File: src/rtl/dhss_pkg.sv
// Purpose: Shared constants for the dual hot-swap sequencer.
// Assumes: A 50 MHz system clock (20 ns period).
// Notes:   Times are kept in their own unit; cycle counts derive from them.
package dhss_pkg;

  localparam int unsigned CLK_PERIOD_NS   = 20;
  localparam int unsigned TMR_W           = 22;
  localparam int unsigned CNT_W           = 21;
  localparam int unsigned RETRY_W         = 7;

  localparam int unsigned START_DEF_US    = 9000;
  localparam int unsigned START_MAX_US    = 50000;
  localparam int unsigned LOCK_DELAY_US   = 37500;
  localparam int unsigned PG_DELAY_US     = 750;
  localparam int unsigned UNLATCH_US      = 100;
  localparam int unsigned RETRY_PERIODS   = 64;

  // Least times round up, the longest time rounds down.
  localparam int unsigned START_DEF_CYC   =
    (START_DEF_US * 1000 + CLK_PERIOD_NS - 1) / CLK_PERIOD_NS;
  localparam int unsigned START_MAX_CYC   =
    (START_MAX_US * 1000) / CLK_PERIOD_NS;
  localparam int unsigned LOCK_DELAY_CYC  =
    (LOCK_DELAY_US * 1000 + CLK_PERIOD_NS - 1) / CLK_PERIOD_NS;
  localparam int unsigned PG_DELAY_CYC    =
    (PG_DELAY_US * 1000 + CLK_PERIOD_NS - 1) / CLK_PERIOD_NS;
  localparam int unsigned UNLATCH_CYC     =
    (UNLATCH_US * 1000 + CLK_PERIOD_NS - 1) / CLK_PERIOD_NS;

  localparam logic [1:0] CH_NONE          = 2'h0;
  localparam logic [1:0] CH_BOTH          = 2'h3;

  typedef enum logic [4:0] {
    ST_WAIT  = 5'h01,
    ST_START = 5'h02,
    ST_PGDLY = 5'h04,
    ST_RUN   = 5'h08,
    ST_FAULT = 5'h10
  } dhss_state_t;

endpackage

File: src/rtl/dhss_timer_if.sv
// Purpose: Carries a load-and-run request to the period timer.
// Assumes: One clock domain shared by both ends.
// Notes:   Done is a one-cycle pulse.
`timescale 1ns/1ps
interface dhss_timer_if;
  logic                            start;
  logic [dhss_pkg::TMR_W-1:0]      len;
  logic                            done;

  modport ctl (output start, output len, input done);
  modport tmr (input start, input len, output done);
endinterface

File: src/rtl/dhss_sync.sv
// Purpose: Two-stage synchroniser for pin inputs.
// Assumes: Inputs are levels that stay steady for several clocks.
// Notes:   The first stage feeds only the second one.
`timescale 1ns/1ps
module dhss_sync #(
  parameter int unsigned W = 1
) (
  input  wire logic         clk_sys_i,
  input  wire logic         rst_b_i,
  input  wire logic [W-1:0] async_i,
  output logic      [W-1:0] sync_o
);

  logic [W-1:0] meta;

  always_ff @(posedge clk_sys_i or negedge rst_b_i) begin
    if (!rst_b_i) begin
      meta   <= '0;
      sync_o <= '0;
    end else begin
      meta   <= async_i;
      sync_o <= meta;
    end
  end

endmodule

File: src/rtl/dhss_timer.sv
// Purpose: Down-counting period timer with a one-cycle done pulse.
// Assumes: A length of at least one cycle.
// Notes:   A new start restarts a running count.
`timescale 1ns/1ps
module dhss_timer (
  input  wire logic  clk_sys_i,
  input  wire logic  rst_b_i,
  dhss_timer_if.tmr  tif
);

  logic [dhss_pkg::TMR_W-1:0] cnt;
  logic                       run;

  always_ff @(posedge clk_sys_i or negedge rst_b_i) begin
    if (!rst_b_i) begin
      cnt      <= '0;
      run      <= 1'b0;
      tif.done <= 1'b0;
    end else begin
      tif.done <= 1'b0;
      if (tif.start) begin
        cnt <= tif.len;
        run <= 1'b1;
      end else if (run) begin
        cnt <= cnt - 1'b1;
        if (cnt <= 1) begin
          run      <= 1'b0;
          tif.done <= 1'b1;
        end
      end
    end
  end

endmodule

File: src/rtl/dhss_top.sv
// Purpose: Sequences and supervises two hot-swap power channels.
// Assumes: Comparator results arrive as digital pins, high when tripped.
// Notes:   PROTECT picks protection or monitoring, AUTORETRY picks restart.
`timescale 1ns/1ps
module dhss_top #(
  parameter bit          PROTECT        = 1'b1,
  parameter bit          AUTORETRY      = 1'b0,
  parameter int unsigned START_DEF_CYC  = dhss_pkg::START_DEF_CYC,
  parameter int unsigned START_MAX_CYC  = dhss_pkg::START_MAX_CYC,
  parameter int unsigned LOCK_DELAY_CYC = dhss_pkg::LOCK_DELAY_CYC,
  parameter int unsigned PG_DELAY_CYC   = dhss_pkg::PG_DELAY_CYC,
  parameter int unsigned UNLATCH_CYC    = dhss_pkg::UNLATCH_CYC
) (
  input  wire logic                       clk_sys_i,
  input  wire logic                       rst_b_i,
  input  wire logic                       supply1_above_lockout_i,
  input  wire logic                       supply2_above_lockout_i,
  input  wire logic                       ch1_on_request_i,
  input  wire logic                       ch2_on_request_i,
  input  wire logic                       ch1_current_sense_fast_i,
  input  wire logic                       ch2_current_sense_fast_i,
  input  wire logic                       ch1_current_sense_slow_i,
  input  wire logic                       ch2_current_sense_slow_i,
  input  wire logic                       ch1_output_window_monitor_i,
  input  wire logic                       ch2_output_window_monitor_i,
  input  wire logic                       startup_timer_open_i,
  input  wire logic [dhss_pkg::TMR_W-1:0] startup_timer_setting_i,
  output logic                            ch1_gate_drive_o,
  output logic                            ch2_gate_drive_o,
  output logic                            ch1_gate_limited_o,
  output logic                            ch2_gate_limited_o,
  output logic                            ch1_startup_limit_threshold_o,
  output logic                            ch2_startup_limit_threshold_o,
  output logic                            ch1_power_good_status_o,
  output logic                            ch1_power_good_status_oe_o,
  output logic                            ch2_power_good_status_o,
  output logic                            ch2_power_good_status_oe_o
);

  localparam int unsigned SYNC_W = 11 + dhss_pkg::TMR_W;
  localparam int unsigned TW     = dhss_pkg::TMR_W;
  localparam int unsigned CW     = dhss_pkg::CNT_W;
  localparam int unsigned RW     = dhss_pkg::RETRY_W;

  localparam logic [TW-1:0] DEF_LEN  = TW'(START_DEF_CYC);
  localparam logic [TW-1:0] MAX_LEN  = TW'(START_MAX_CYC);
  localparam logic [TW-1:0] PG_LEN   = TW'(PG_DELAY_CYC);
  localparam logic [CW-1:0] LOCK_MAX = CW'(LOCK_DELAY_CYC);
  localparam logic [CW-1:0] UNL_MAX  = CW'(UNLATCH_CYC);
  localparam logic [RW-1:0] RETRY_LAST =
    RW'(dhss_pkg::RETRY_PERIODS - 1);

  ////////////////////////////////////////////////////////////////////////////
  // Input synchronisation.

  logic [SYNC_W-1:0]       sync_raw;
  logic [SYNC_W-1:0]       sync_q;
  logic [1:0]              sup_s;
  logic [1:0]              on_s;
  logic [1:0]              fast_s;
  logic [1:0]              slow_s;
  logic [1:0]              win_s;
  logic                    tim_open_s;
  logic [TW-1:0]           tim_set_s;

  assign sync_raw = {startup_timer_setting_i, startup_timer_open_i,
                     ch2_output_window_monitor_i, ch1_output_window_monitor_i,
                     ch2_current_sense_slow_i, ch1_current_sense_slow_i,
                     ch2_current_sense_fast_i, ch1_current_sense_fast_i,
                     ch2_on_request_i, ch1_on_request_i,
                     supply2_above_lockout_i, supply1_above_lockout_i};

  dhss_sync #(.W(SYNC_W)) u_sync (
    .clk_sys_i (clk_sys_i),
    .rst_b_i   (rst_b_i),
    .async_i   (sync_raw),
    .sync_o    (sync_q)
  );

  assign sup_s      = sync_q[1:0];
  assign on_s       = sync_q[3:2];
  assign fast_s     = sync_q[5:4];
  assign slow_s     = sync_q[7:6];
  assign win_s      = sync_q[9:8];
  assign tim_open_s = sync_q[10];
  assign tim_set_s  = sync_q[SYNC_W-1:11];

  ////////////////////////////////////////////////////////////////////////////
  // Startup period length and the shared period timer.

  logic [TW-1:0] start_len;
  dhss_timer_if  tif ();

  dhss_timer u_timer (
    .clk_sys_i (clk_sys_i),
    .rst_b_i   (rst_b_i),
    .tif       (tif)
  );

  // A zero setting counts as one cycle; the timer would also end a zero length after one cycle.
  always_ff @(posedge clk_sys_i or negedge rst_b_i) begin
    if (!rst_b_i) begin
      start_len <= DEF_LEN;
    end else if (tim_open_s) begin
      start_len <= DEF_LEN;
    end else if (tim_set_s > MAX_LEN) begin
      start_len <= MAX_LEN;
    end else if (tim_set_s == '0) begin
      start_len <= TW'(1);
    end else begin
      start_len <= tim_set_s;
    end
  end

  ////////////////////////////////////////////////////////////////////////////
  // Lockout qualification and unlatch toggle detection.

  logic [CW-1:0] lock_cnt;
  logic [CW-1:0] on_low_cnt;
  logic [1:0]    sup_back;
  logic          lock_ok;
  logic          on_unl;
  logic          sup_unl;

  // Only a drop of both supplies restarts the qualifying delay.
  always_ff @(posedge clk_sys_i or negedge rst_b_i) begin
    if (!rst_b_i) begin
      lock_cnt <= '0;
    end else if (sup_s == dhss_pkg::CH_NONE) begin
      lock_cnt <= '0;
    end else if (lock_cnt != LOCK_MAX) begin
      lock_cnt <= lock_cnt + 1'b1;
    end
  end

  always_ff @(posedge clk_sys_i or negedge rst_b_i) begin
    if (!rst_b_i) begin
      on_low_cnt <= '0;
    end else if (on_s == dhss_pkg::CH_BOTH) begin
      on_low_cnt <= '0;
    end else if (on_low_cnt != UNL_MAX) begin
      on_low_cnt <= on_low_cnt + 1'b1;
    end
  end

  // Each rail is watched on its own, so one rail cycled through lockout
  // clears the latch even while the other rail never came up at all.
  for (genvar g = 0; g < 2; g++) begin : g_sup
    logic [CW-1:0] low_cnt;

    always_ff @(posedge clk_sys_i or negedge rst_b_i) begin
      if (!rst_b_i) begin
        low_cnt <= '0;
      end else if (sup_s[g]) begin
        low_cnt <= '0;
      end else if (low_cnt != UNL_MAX) begin
        low_cnt <= low_cnt + 1'b1;
      end
    end

    assign sup_back[g] = sup_s[g] && (low_cnt == UNL_MAX);
  end

  // A toggle counts once the low time is served and the level is back.
  assign lock_ok = (lock_cnt == LOCK_MAX);
  assign on_unl  = (on_low_cnt == UNL_MAX) && (on_s == dhss_pkg::CH_BOTH);
  assign sup_unl = |sup_back;

  ////////////////////////////////////////////////////////////////////////////
  // Sequencer.

  // Gates may conduct only in the startup, delay and run states.
  function automatic logic is_live(input dhss_pkg::dhss_state_t s);
    return (s == dhss_pkg::ST_START) || (s == dhss_pkg::ST_PGDLY) ||
           (s == dhss_pkg::ST_RUN);
  endfunction

  // Fault supervision starts only once the startup period is over.
  function automatic logic is_watched(input dhss_pkg::dhss_state_t s);
    return (s == dhss_pkg::ST_PGDLY) || (s == dhss_pkg::ST_RUN);
  endfunction

  dhss_pkg::dhss_state_t state;
  dhss_pkg::dhss_state_t next_state;
  logic [RW-1:0]         retry_cnt;
  logic                  oc_seen;
  logic                  win_seen;
  logic                  start_ok;
  logic                  retry_over;
  logic                  unlatch;

  assign oc_seen    = |(fast_s | slow_s);
  assign win_seen   = PROTECT && (win_s != dhss_pkg::CH_NONE);
  assign start_ok   = lock_ok && (on_s == dhss_pkg::CH_BOTH);
  assign retry_over = AUTORETRY && tif.done &&
                      (retry_cnt == RETRY_LAST);

  // Toggling an on request does not cut an autoretry delay short.
  assign unlatch = sup_unl || (!AUTORETRY && on_unl);

  always_comb begin
    next_state = state;
    unique case (state)
      dhss_pkg::ST_WAIT: begin
        if (start_ok) begin
          next_state = dhss_pkg::ST_START;
        end
      end
      dhss_pkg::ST_START: begin
        // Fast trips only regulate here; no current trip raises a fault.
        if (!start_ok) begin
          next_state = dhss_pkg::ST_WAIT;
        end else if (tif.done) begin
          next_state = dhss_pkg::ST_PGDLY;
        end
      end
      dhss_pkg::ST_PGDLY: begin
        if (oc_seen || win_seen) begin
          next_state = dhss_pkg::ST_FAULT;
        end else if (!start_ok) begin
          next_state = dhss_pkg::ST_WAIT;
        end else if (tif.done) begin
          next_state = dhss_pkg::ST_RUN;
        end
      end
      dhss_pkg::ST_RUN: begin
        if (oc_seen || win_seen) begin
          next_state = dhss_pkg::ST_FAULT;
        end else if (!start_ok) begin
          next_state = dhss_pkg::ST_WAIT;
        end
      end
      dhss_pkg::ST_FAULT: begin
        if (unlatch || retry_over) begin
          next_state = dhss_pkg::ST_WAIT;
        end
      end
      default: begin
        next_state = dhss_pkg::ST_WAIT;
      end
    endcase
  end

  always_ff @(posedge clk_sys_i or negedge rst_b_i) begin
    if (!rst_b_i) begin
      state <= dhss_pkg::ST_WAIT;
    end else begin
      state <= next_state;
    end
  end

  // The one timer serves startup, power-good delay and retry periods.
  always_comb begin
    tif.start = 1'b0;
    tif.len   = start_len;
    if (next_state != state) begin
      tif.start = (next_state == dhss_pkg::ST_START) ||
                  (next_state == dhss_pkg::ST_PGDLY) ||
                  (next_state == dhss_pkg::ST_FAULT);
    end else if ((state == dhss_pkg::ST_FAULT) && tif.done) begin
      tif.start = AUTORETRY;
    end
    if (next_state == dhss_pkg::ST_PGDLY) begin
      tif.len = PG_LEN;
    end
  end

  always_ff @(posedge clk_sys_i or negedge rst_b_i) begin
    if (!rst_b_i) begin
      retry_cnt <= '0;
    end else if (state != dhss_pkg::ST_FAULT) begin
      retry_cnt <= '0;
    end else if (tif.done && (retry_cnt != RETRY_LAST)) begin
      retry_cnt <= retry_cnt + 1'b1;
    end
  end

  ////////////////////////////////////////////////////////////////////////////
  // Channel outputs.

  logic [1:0] gate_q;
  logic [1:0] lim_q;
  logic [1:0] thr_q;
  logic [1:0] oe_q;
  logic       pg_lvl;

  for (genvar c = 0; c < 2; c++) begin : g_ch
    logic gate_r;
    logic lim_r;
    logic thr_r;
    logic oe_r;

    always_ff @(posedge clk_sys_i or negedge rst_b_i) begin
      if (!rst_b_i) begin
        gate_r <= 1'b0;
      end else begin
        gate_r <= is_live(next_state) && on_s[c];
      end
    end

    always_ff @(posedge clk_sys_i or negedge rst_b_i) begin
      if (!rst_b_i) begin
        lim_r <= 1'b0;
      end else begin
        lim_r <= (next_state == dhss_pkg::ST_START) && on_s[c];
      end
    end

    always_ff @(posedge clk_sys_i or negedge rst_b_i) begin
      if (!rst_b_i) begin
        thr_r <= 1'b0;
      end else begin
        thr_r <= (next_state == dhss_pkg::ST_START) && on_s[c] &&
                 fast_s[c];
      end
    end

    // Reset pulls low, so the pin never shows good before a startup.
    always_ff @(posedge clk_sys_i or negedge rst_b_i) begin
      if (!rst_b_i) begin
        oe_r <= 1'b1;
      end else begin
        oe_r <= !((next_state == dhss_pkg::ST_RUN) && on_s[c] &&
                  !win_s[c]);
      end
    end

    assign gate_q[c] = gate_r;
    assign lim_q[c]  = lim_r;
    assign thr_q[c]  = thr_r;
    assign oe_q[c]   = oe_r;
  end

  // The pin only ever sinks; the board pull-up makes the high level.
  always_ff @(posedge clk_sys_i or negedge rst_b_i) begin
    if (!rst_b_i) begin
      pg_lvl <= 1'b0;
    end else begin
      pg_lvl <= 1'b0;
    end
  end

  assign ch1_gate_drive_o              = gate_q[0];
  assign ch2_gate_drive_o              = gate_q[1];
  assign ch1_gate_limited_o            = lim_q[0];
  assign ch2_gate_limited_o            = lim_q[1];
  assign ch1_startup_limit_threshold_o = thr_q[0];
  assign ch2_startup_limit_threshold_o = thr_q[1];
  assign ch1_power_good_status_o       = pg_lvl;
  assign ch2_power_good_status_o       = pg_lvl;
  assign ch1_power_good_status_oe_o    = oe_q[0];
  assign ch2_power_good_status_oe_o    = oe_q[1];
endmodule

File: config.mk
export PLATFORM = sky130hd
export DESIGN_NAME = dhss_top
export DESIGN_NICKNAME = d
export VERILOG_FILES = /design/src/rtl/dhss_pkg.sv /design/src/rtl/dhss_timer_if.sv /design/src/rtl/dhss_sync.sv /design/src/rtl/dhss_timer.sv /design/src/rtl/dhss_top.sv
export SDC_FILE = /design/constraint.sdc
export NUM_CORES = 1
export LEC_CHECK = 0
export ABC_AREA = 1
export BUFFER_PORTS_ARGS = -buffer_cell sky130_fd_sc_hd__buf_2
export CORE_ASPECT_RATIO = 1.75
export CORE_MARGIN = 2
export CORE_UTILIZATION = 40
export DETAILED_ROUTE_END_ITERATION = 10
export SYNTH_ARGS = -nofsm -noshare
export SYNTH_HDL_FRONTEND = slang
export SYNTH_SLANG_ARGS = --single-unit
File: constraint.sdc
create_clock -name clk_sys_i -period 6.1 [get_ports clk_sys_i]
set_input_delay 1.22 -clock clk_sys_i [delete_from_list [all_inputs] [get_ports clk_sys_i]]
set_output_delay 1.22 -clock clk_sys_i [all_outputs]
set_load 0.1 [all_outputs]
Yosys cells after proc, flatten, opt, wreduce, memory -nomap -nowiden. Cells that the tools add are included.

$add $sub $neg: 5. Order comparisons: 2. Eq/ne operators: 19. Mux-type cells: 31. Bitwise operators: 1. Reduce and logical (&&, ||, !) cells: 33.

Operators by type and width (number): $mux 21 (8); $mux 22 (6); $add 21x1->21 const B (4); $eq 21x13->1 const B (3); $ne 21x13->1 const B (3); $mux 5 (9); $pmux 5 s5 (1); $gt 22x22->1 const B (1); $le 22x1->1 const B (1); $logic_not 22->1 (1); $sub 22x1->22 const B (1); $eq 21x21->1 const B (1); $ne 21x21->1 const B (1); $logic_and 1x1->1 (14); $reduce_bool 2->1 (6); $eq 5x2->1 const B (2); $eq 5x3->1 const B (2); $eq 5x4->1 const B (2); $eq 5x5->1 const B (2); $mux 1 (7); $eq 5x1->1 const B (1); $logic_or 1x1->1 (5); $ne 5x5->1 (1); $logic_not 1->1 (4); 4 further kinds (5).

Flip-flop bits (word level): 209. Input bits: 35. Output and inout port bits: 10. Logic and storage cells: 110.

Longest topological paths before layout.
Depth in word-level cells: 11. Depth in mapped cells: 19. Depth with buffers taken out: 19.

By module. A second synthesis with hierarchy kept.

Cell total of the unflattened synthesis: 1178. Area total of the unflattened synthesis: 9922.0 µm².

By module, submodules not included: dhss_top (instances 1, cells each 875, area an instance 6618.8 µm², seq. area each 2995.4 µm²); dhss_sync (instances 1, cells each 66, area an instance 1651.6 µm², seq. area each 1651.6 µm²); dhss_timer (instances 1, cells each 237, area an instance 1651.6 µm², seq. area each 600.6 µm²).

Worst setup path before layout. Ideal clock, no wire load.

Kind: reg-to-reg. Start point: register lock_cnt[0]. End point: register u_timer.cnt[10] (netlist bit). Library setup time: 0.122 ns. Arrival time: 2.024 ns. Required time: 5.978 ns. Path slack: 3.954 ns. Stages on the path, launching flop included: 17. Buffers on the path: 1. Path through: dfrtp_1 -> inv_1 -> ha_1 -> nand3_1 -> nor2_2 -> nand3_4 -> nor2_4 -> nand3_2 -> nor2_1 -> o21ai_1 -> nor2_2 -> nand4_4 -> nand2_8 -> nor2_8 -> buf_8 -> nand2_2 -> nand3_2.

Longest elaborated chain between the ends: 10.

Ends and longest elaborated chain: start, declared (RTL line dhss_top.sv:118) `logic [CW-1:0] lock_cnt;`; start signal, assigned (RTL line dhss_top.sv:132) `lock_cnt <= lock_cnt + 1'b1;`; $eq 21x21->1 (*) (RTL line dhss_top.sv:165) `assign lock_ok = (lock_cnt == LOCK_MAX);`; $logic_and 1x1->1 (*) (RTL line dhss_top.sv:194) `assign start_ok = lock_ok && (on_s == dhss_pkg::CH_BOTH);`; $mux 5 (on tied branches) (RTL line dhss_top.sv:229, dhss_top.sv:220); $mux 5 (on tied branches) (RTL line dhss_top.sv:227, dhss_top.sv:218); $pmux 5 s5 (*) (RTL line dhss_top.sv:203) `unique case (state)`; $eq 5x2->1 or $eq 5x3->1 (tied branches) (RTL line dhss_top.sv:257, dhss_top.sv:258, dhss_top.sv:263); $logic_or 1x1->1 (RTL line dhss_top.sv:257) `tif.start = (next_state == dhss_pkg::ST_START) ||`; $logic_or 1x1->1 (RTL line dhss_top.sv:258) `(next_state == dhss_pkg::ST_PGDLY) ||`; $mux 1 (RTL line dhss_top.sv:256) `if (next_state != state) begin`; $mux 22 or $reduce_bool 2->1 (tied branches); end signal, assigned (RTL line dhss_timer.sv:22) `cnt <= tif.len;`; end signal, assigned (RTL line dhss_timer.sv:25) `cnt <= cnt - 1'b1;`; end, declared (RTL line dhss_timer.sv:11) `logic [dhss_pkg::TMR_W-1:0] cnt;`.

Every way passes the cells marked *; elsewhere a longest branch is shown, timed or not. A chain may end at the register's enable or synchronous reset.

Worst setup path after layout.
Start point: register u_sync.sync_o[2]. End point: register u_timer.cnt[2] (netlist bit).

Longest elaborated chain between the ends: 10.

Ends and longest elaborated chain: start, declared (RTL line dhss_sync.sv:11) `output logic [W-1:0] sync_o`; start signal, assigned (RTL line dhss_sync.sv:22) `sync_o <= meta;`; $eq 2x2->1 (*) (RTL line dhss_top.sv:166, dhss_top.sv:194); $logic_and 1x1->1 (on tied branches) (RTL line dhss_top.sv:194, dhss_top.sv:166); $mux 5, or another cell as far along (RTL line dhss_top.sv:229) `end else if (!start_ok) begin`; $mux 5 (on tied branches) (RTL line dhss_top.sv:227, dhss_top.sv:218, dhss_top.sv:234); $pmux 5 s5 (*) (RTL line dhss_top.sv:203); $eq 5x2->1 or $eq 5x3->1 (tied branches) (RTL line dhss_top.sv:257, dhss_top.sv:258, dhss_top.sv:263); $logic_or 1x1->1 (RTL line dhss_top.sv:257); $logic_or 1x1->1 (RTL line dhss_top.sv:258); $mux 1 (RTL line dhss_top.sv:256); $mux 22 or $reduce_bool 2->1 (tied branches).

Marks and branches as above.

==> results.cfg <==
[place]
place.gp.congestion = 0.8697
dp_slack_ns = 3.366
place.port_buffers = 42
hpwl_mm = 14.71

[synth]
synth_xor_area_frac = 0.01627
yosysUniqueCellTypes = 53
synth_area_um2 = 9687
synth_top_family_by_area = simple AND/OR/NAND/NOR gates
synth_top_cell_by_area = dfrtp_1
async_reset_ff_frac = 1.000
synth_flop_cell = dfrtp_1
synth_fa_ha_area_frac = 0.01292
synth_compound_area_frac = 0.09197
ys_seq_area_frac = 0.5417
synth_seq_cells = 209
syn_inst = 1109
ys_top_cells_by_count = dfrtp_1, inv_1, nor2_1
yosys_warnings = 0
yosys.cell_count.top_type = dfrtp_1
synth_top_cells_by_area = dfrtp_1, inv_1, nor2_1, nand2_1, nand3_1
synth_area_per_cell_um2 = 8.735
yosysTopAreaCellShare = 0.5037
synth_edf_count = 0
synth_mux_area_frac = 0
yosys.area_share.simple = 0.2570

[clocking]
ctsLongestPathBuffers = 3
cts_tree = yes
clk_pin_slew_worst_paths_ns = 0.07
numClockSinks = 209
cts_root_buf = clkbuf_16
numCtsBuffers = 21
cts_resized = 0
ctsHoldBuffers = 0
insertion_delay_ns = 0.51
post-cts-setup-buffer-count = 0
cts.htree.levels = 1

[critical_path]
cp_cell_sequence = nand2_2 > inv_1 > nand3_1 > nand3_1 > nor2_1 > inv_1 > a21oi_1 > nand4_4 > nand2_8 > o21ai_0 > nand2_1 > nand2_1
crit_slowest_cell = dfrtp_1
cp_slowest_stage_delay_ns = 0.37
arrival_ns = 3.15
r2r-start = u_sync.sync_o[2]$_DFF_PN0_
cp-startpoint = u_sync.sync_o[2]$_DFF_PN0_
endpoint_kind = register
cp-start-kind = register
crit_required_ns = 6.50
cp_max_fo = 45
worstSetupPathType = reg2reg

[timing]
maxSlewHeadroom = 0.3767
fin_crit_ns = 2.750
period_share = 0.4509
tns_ns = 0
fmax_ghz = 0.3636
slew_violations = 0
worst_slack_ns = 3.350
tightest_slew_ns = 0.9350
finalClockSkew_ns = 0.01305
rsz0062_at_grt = no
finalHoldViolCount = 0
final-setup-viol-count = 0

[global_route]
grt_antenna_before_repair = 0
grt_max_degree = 128
grtUsageTotal = 0.1659
grt_overflow_total = 0
grt_pass1_wl_mm = 34.29
grt_pass1_vias = 7388

[detailed_routing]
wire_per_inst_um = 13.65
vias = 7370
dr.pass1.iters = 4
drt_first_iter_violations = 254
antenna_left = 0
via_per_inst = 4.976
routed_wl_mm = 20.21
drcViolationCount = 0

[worst_hold_path]
hold_class = reg2reg
worstHoldStart = u_sync.meta[26]$_DFF_PN0_

[finish]
nets = 1204
antenna_cells = 0
fill_cells = 2325
synthToLayoutAreaGrowth_pct = 12.39
layout-drive-gt1-share = 0.1304

[floorplanning]
ios = 45
fp.dieW_um = 121.6
fp.dieH_um = 209.9
start_util = 0.4048
rows = 75
core_um2 = 23930
die_area_um2 = 25530

[status]
outcome = finished clean

[power]
ir_worst_vdd_mv = 0.2267
p_leak_nw = 5.228
power.density_nw_per_um2 = 267.4

[job]
drv_cap = 0
## power breakdown
group          switching (W)  internal [W]
clock               0.000568      0.000724
combinational      0.0000994     0.0000452
sequential         0.0000332       0.00144
total               0.000700       0.00221
## cells in the final DEF (no fill, tap or decap), drive strengths merged, types with 2 or more instances in the layout
cell | netlist | layout
dfrtp | 195 | 195
inv | 170 | 173
nor2 | 167 | 167
nand2 | 162 | 162
nand3 | 89 | 89
a21oi | 70 | 70
o21ai | 65 | 65
buf | 9 | 44
nor3 | 39 | 39
nand4 | 36 | 36
clkbuf | 9 | 24
nor4 | 16 | 16
dfstp | 14 | 14
xnor2 | 13 | 13
clkinv | 4 | 11
ha | 10 | 10
or2 | 7 | 7
xor2 | 5 | 5
a211oi | 5 | 5
o21a | 4 | 4
o211ai | 4 | 4
o31ai | 3 | 3
a31oi | 2 | 2
nor3b | 2 | 2
conb | 1 | 2
clkinvlp | 0 | 2
## state kept, by name, indices dropped and copies added (netlist names)
| signal | cells |
|---|---|
| ch1_gate_limited_o | 1 |
| u_timer.tif.done | 1 |
| ch2_gate_drive_o | 1 |
| ch2_gate_limited_o | 1 |
| ch2_startup_limit_threshold_o | 1 |
| g_sup.low_cnt | 42 |
| u_timer.cnt | 22 |
| state | 5 |
| ch1_power_good_status_oe_o | 1 |
| ch1_gate_drive_o | 1 |
| ch2_power_good_status_oe_o | 1 |
| start_len | 22 |
| lock_cnt | 21 |
| u_sync.sync_o | 33 |
| u_sync.meta | 33 |
| on_low_cnt | 21 |
| u_timer.run | 1 |
| ch1_startup_limit_threshold_o | 1 |
## metal layers
layer / up-vias / part of all wire / global-route usage
li1: 3705 / - / -
met1: 3506 / 0.40 / 0.1891
met2: 109 / 0.54 / 0.3045
met3: 50 / 0.029 / 0.02038
met4: 0 / 0.037 / 0.07570
met5: - / 0 / 0
## layout make-up
class	count	area (um^2)	area share
well taps	308	385.4	0.03540
inverters	174	653.1	0.05999
clock buffers	24	566.8	0.05206
clock inverters	13	127.6	0.01172
multi-input cells	709	3671	0.3372
repair buffers	44	235.2	0.02161
flip-flops and latches	209	5248	0.4820
## metrics by stage
stage / hold slack [ns] / util / instances / instance area [um^2] / power (W)
floorplan: 0.3312 / - / 1110 / 9691 / 0.001577
global placement: 0.3317 / 0.4259 / 1444 / 10190 / 0.001645
detailed placement: 0.3347 / 0.4259 / 1444 / 10190 / 0.001650
CTS: 0.3481 / 0.4550 / 1481 / 10890 / 0.002959
global route: 0.3531 / 0.4550 / 1481 / 10890 / 0.003039
finish: 0.3468 / 0.4550 / 1481 / 10890 / 0.002911
## critical path, delay by kind of cell, from the launching register on
| kind | cells | cell delay (ns) |
|---|---|---|
| flip-flops | 1 | 0.37 |
| buffers and inverters | 2 | 0.38 |
| AO/OA/AOI/OAI | 2 | 0.37 |
| AND/OR/NAND/NOR | 8 | 1.48 |
## cell families (layout without fill, tap and decap cells)
logic type | after synthesis | after routing
xor gates and xnor gates | 18 | 18
buffers and inverters | 192 | 255
adders and majority gates | 10 | 10
AOI/OAI and AO/OA | 158 | 158
and+or+nand+nor | 521 | 521
DFF | 209 | 209
other | 1 | 2
## final timing paths
kind                       slack (ns)  depth (start not counted)                         endpoint
max                              3.35                         12       u_timer.cnt[2]$_DFFE_PN0P_
min                              0.35                          0      u_sync.sync_o[26]$_DFF_PN0_
max reg2reg                      3.35                         12       u_timer.cnt[2]$_DFFE_PN0P_
min reg2reg                      0.35                          0      u_sync.sync_o[26]$_DFF_PN0_
max in group asynchronous        4.11                          2           start_len[5]$_DFF_PN0_
min in group asynchronous        0.78                          1  g_sup[0].low_cnt[3]$_DFFE_PN0P_
(Power assumes the default switching activity.)
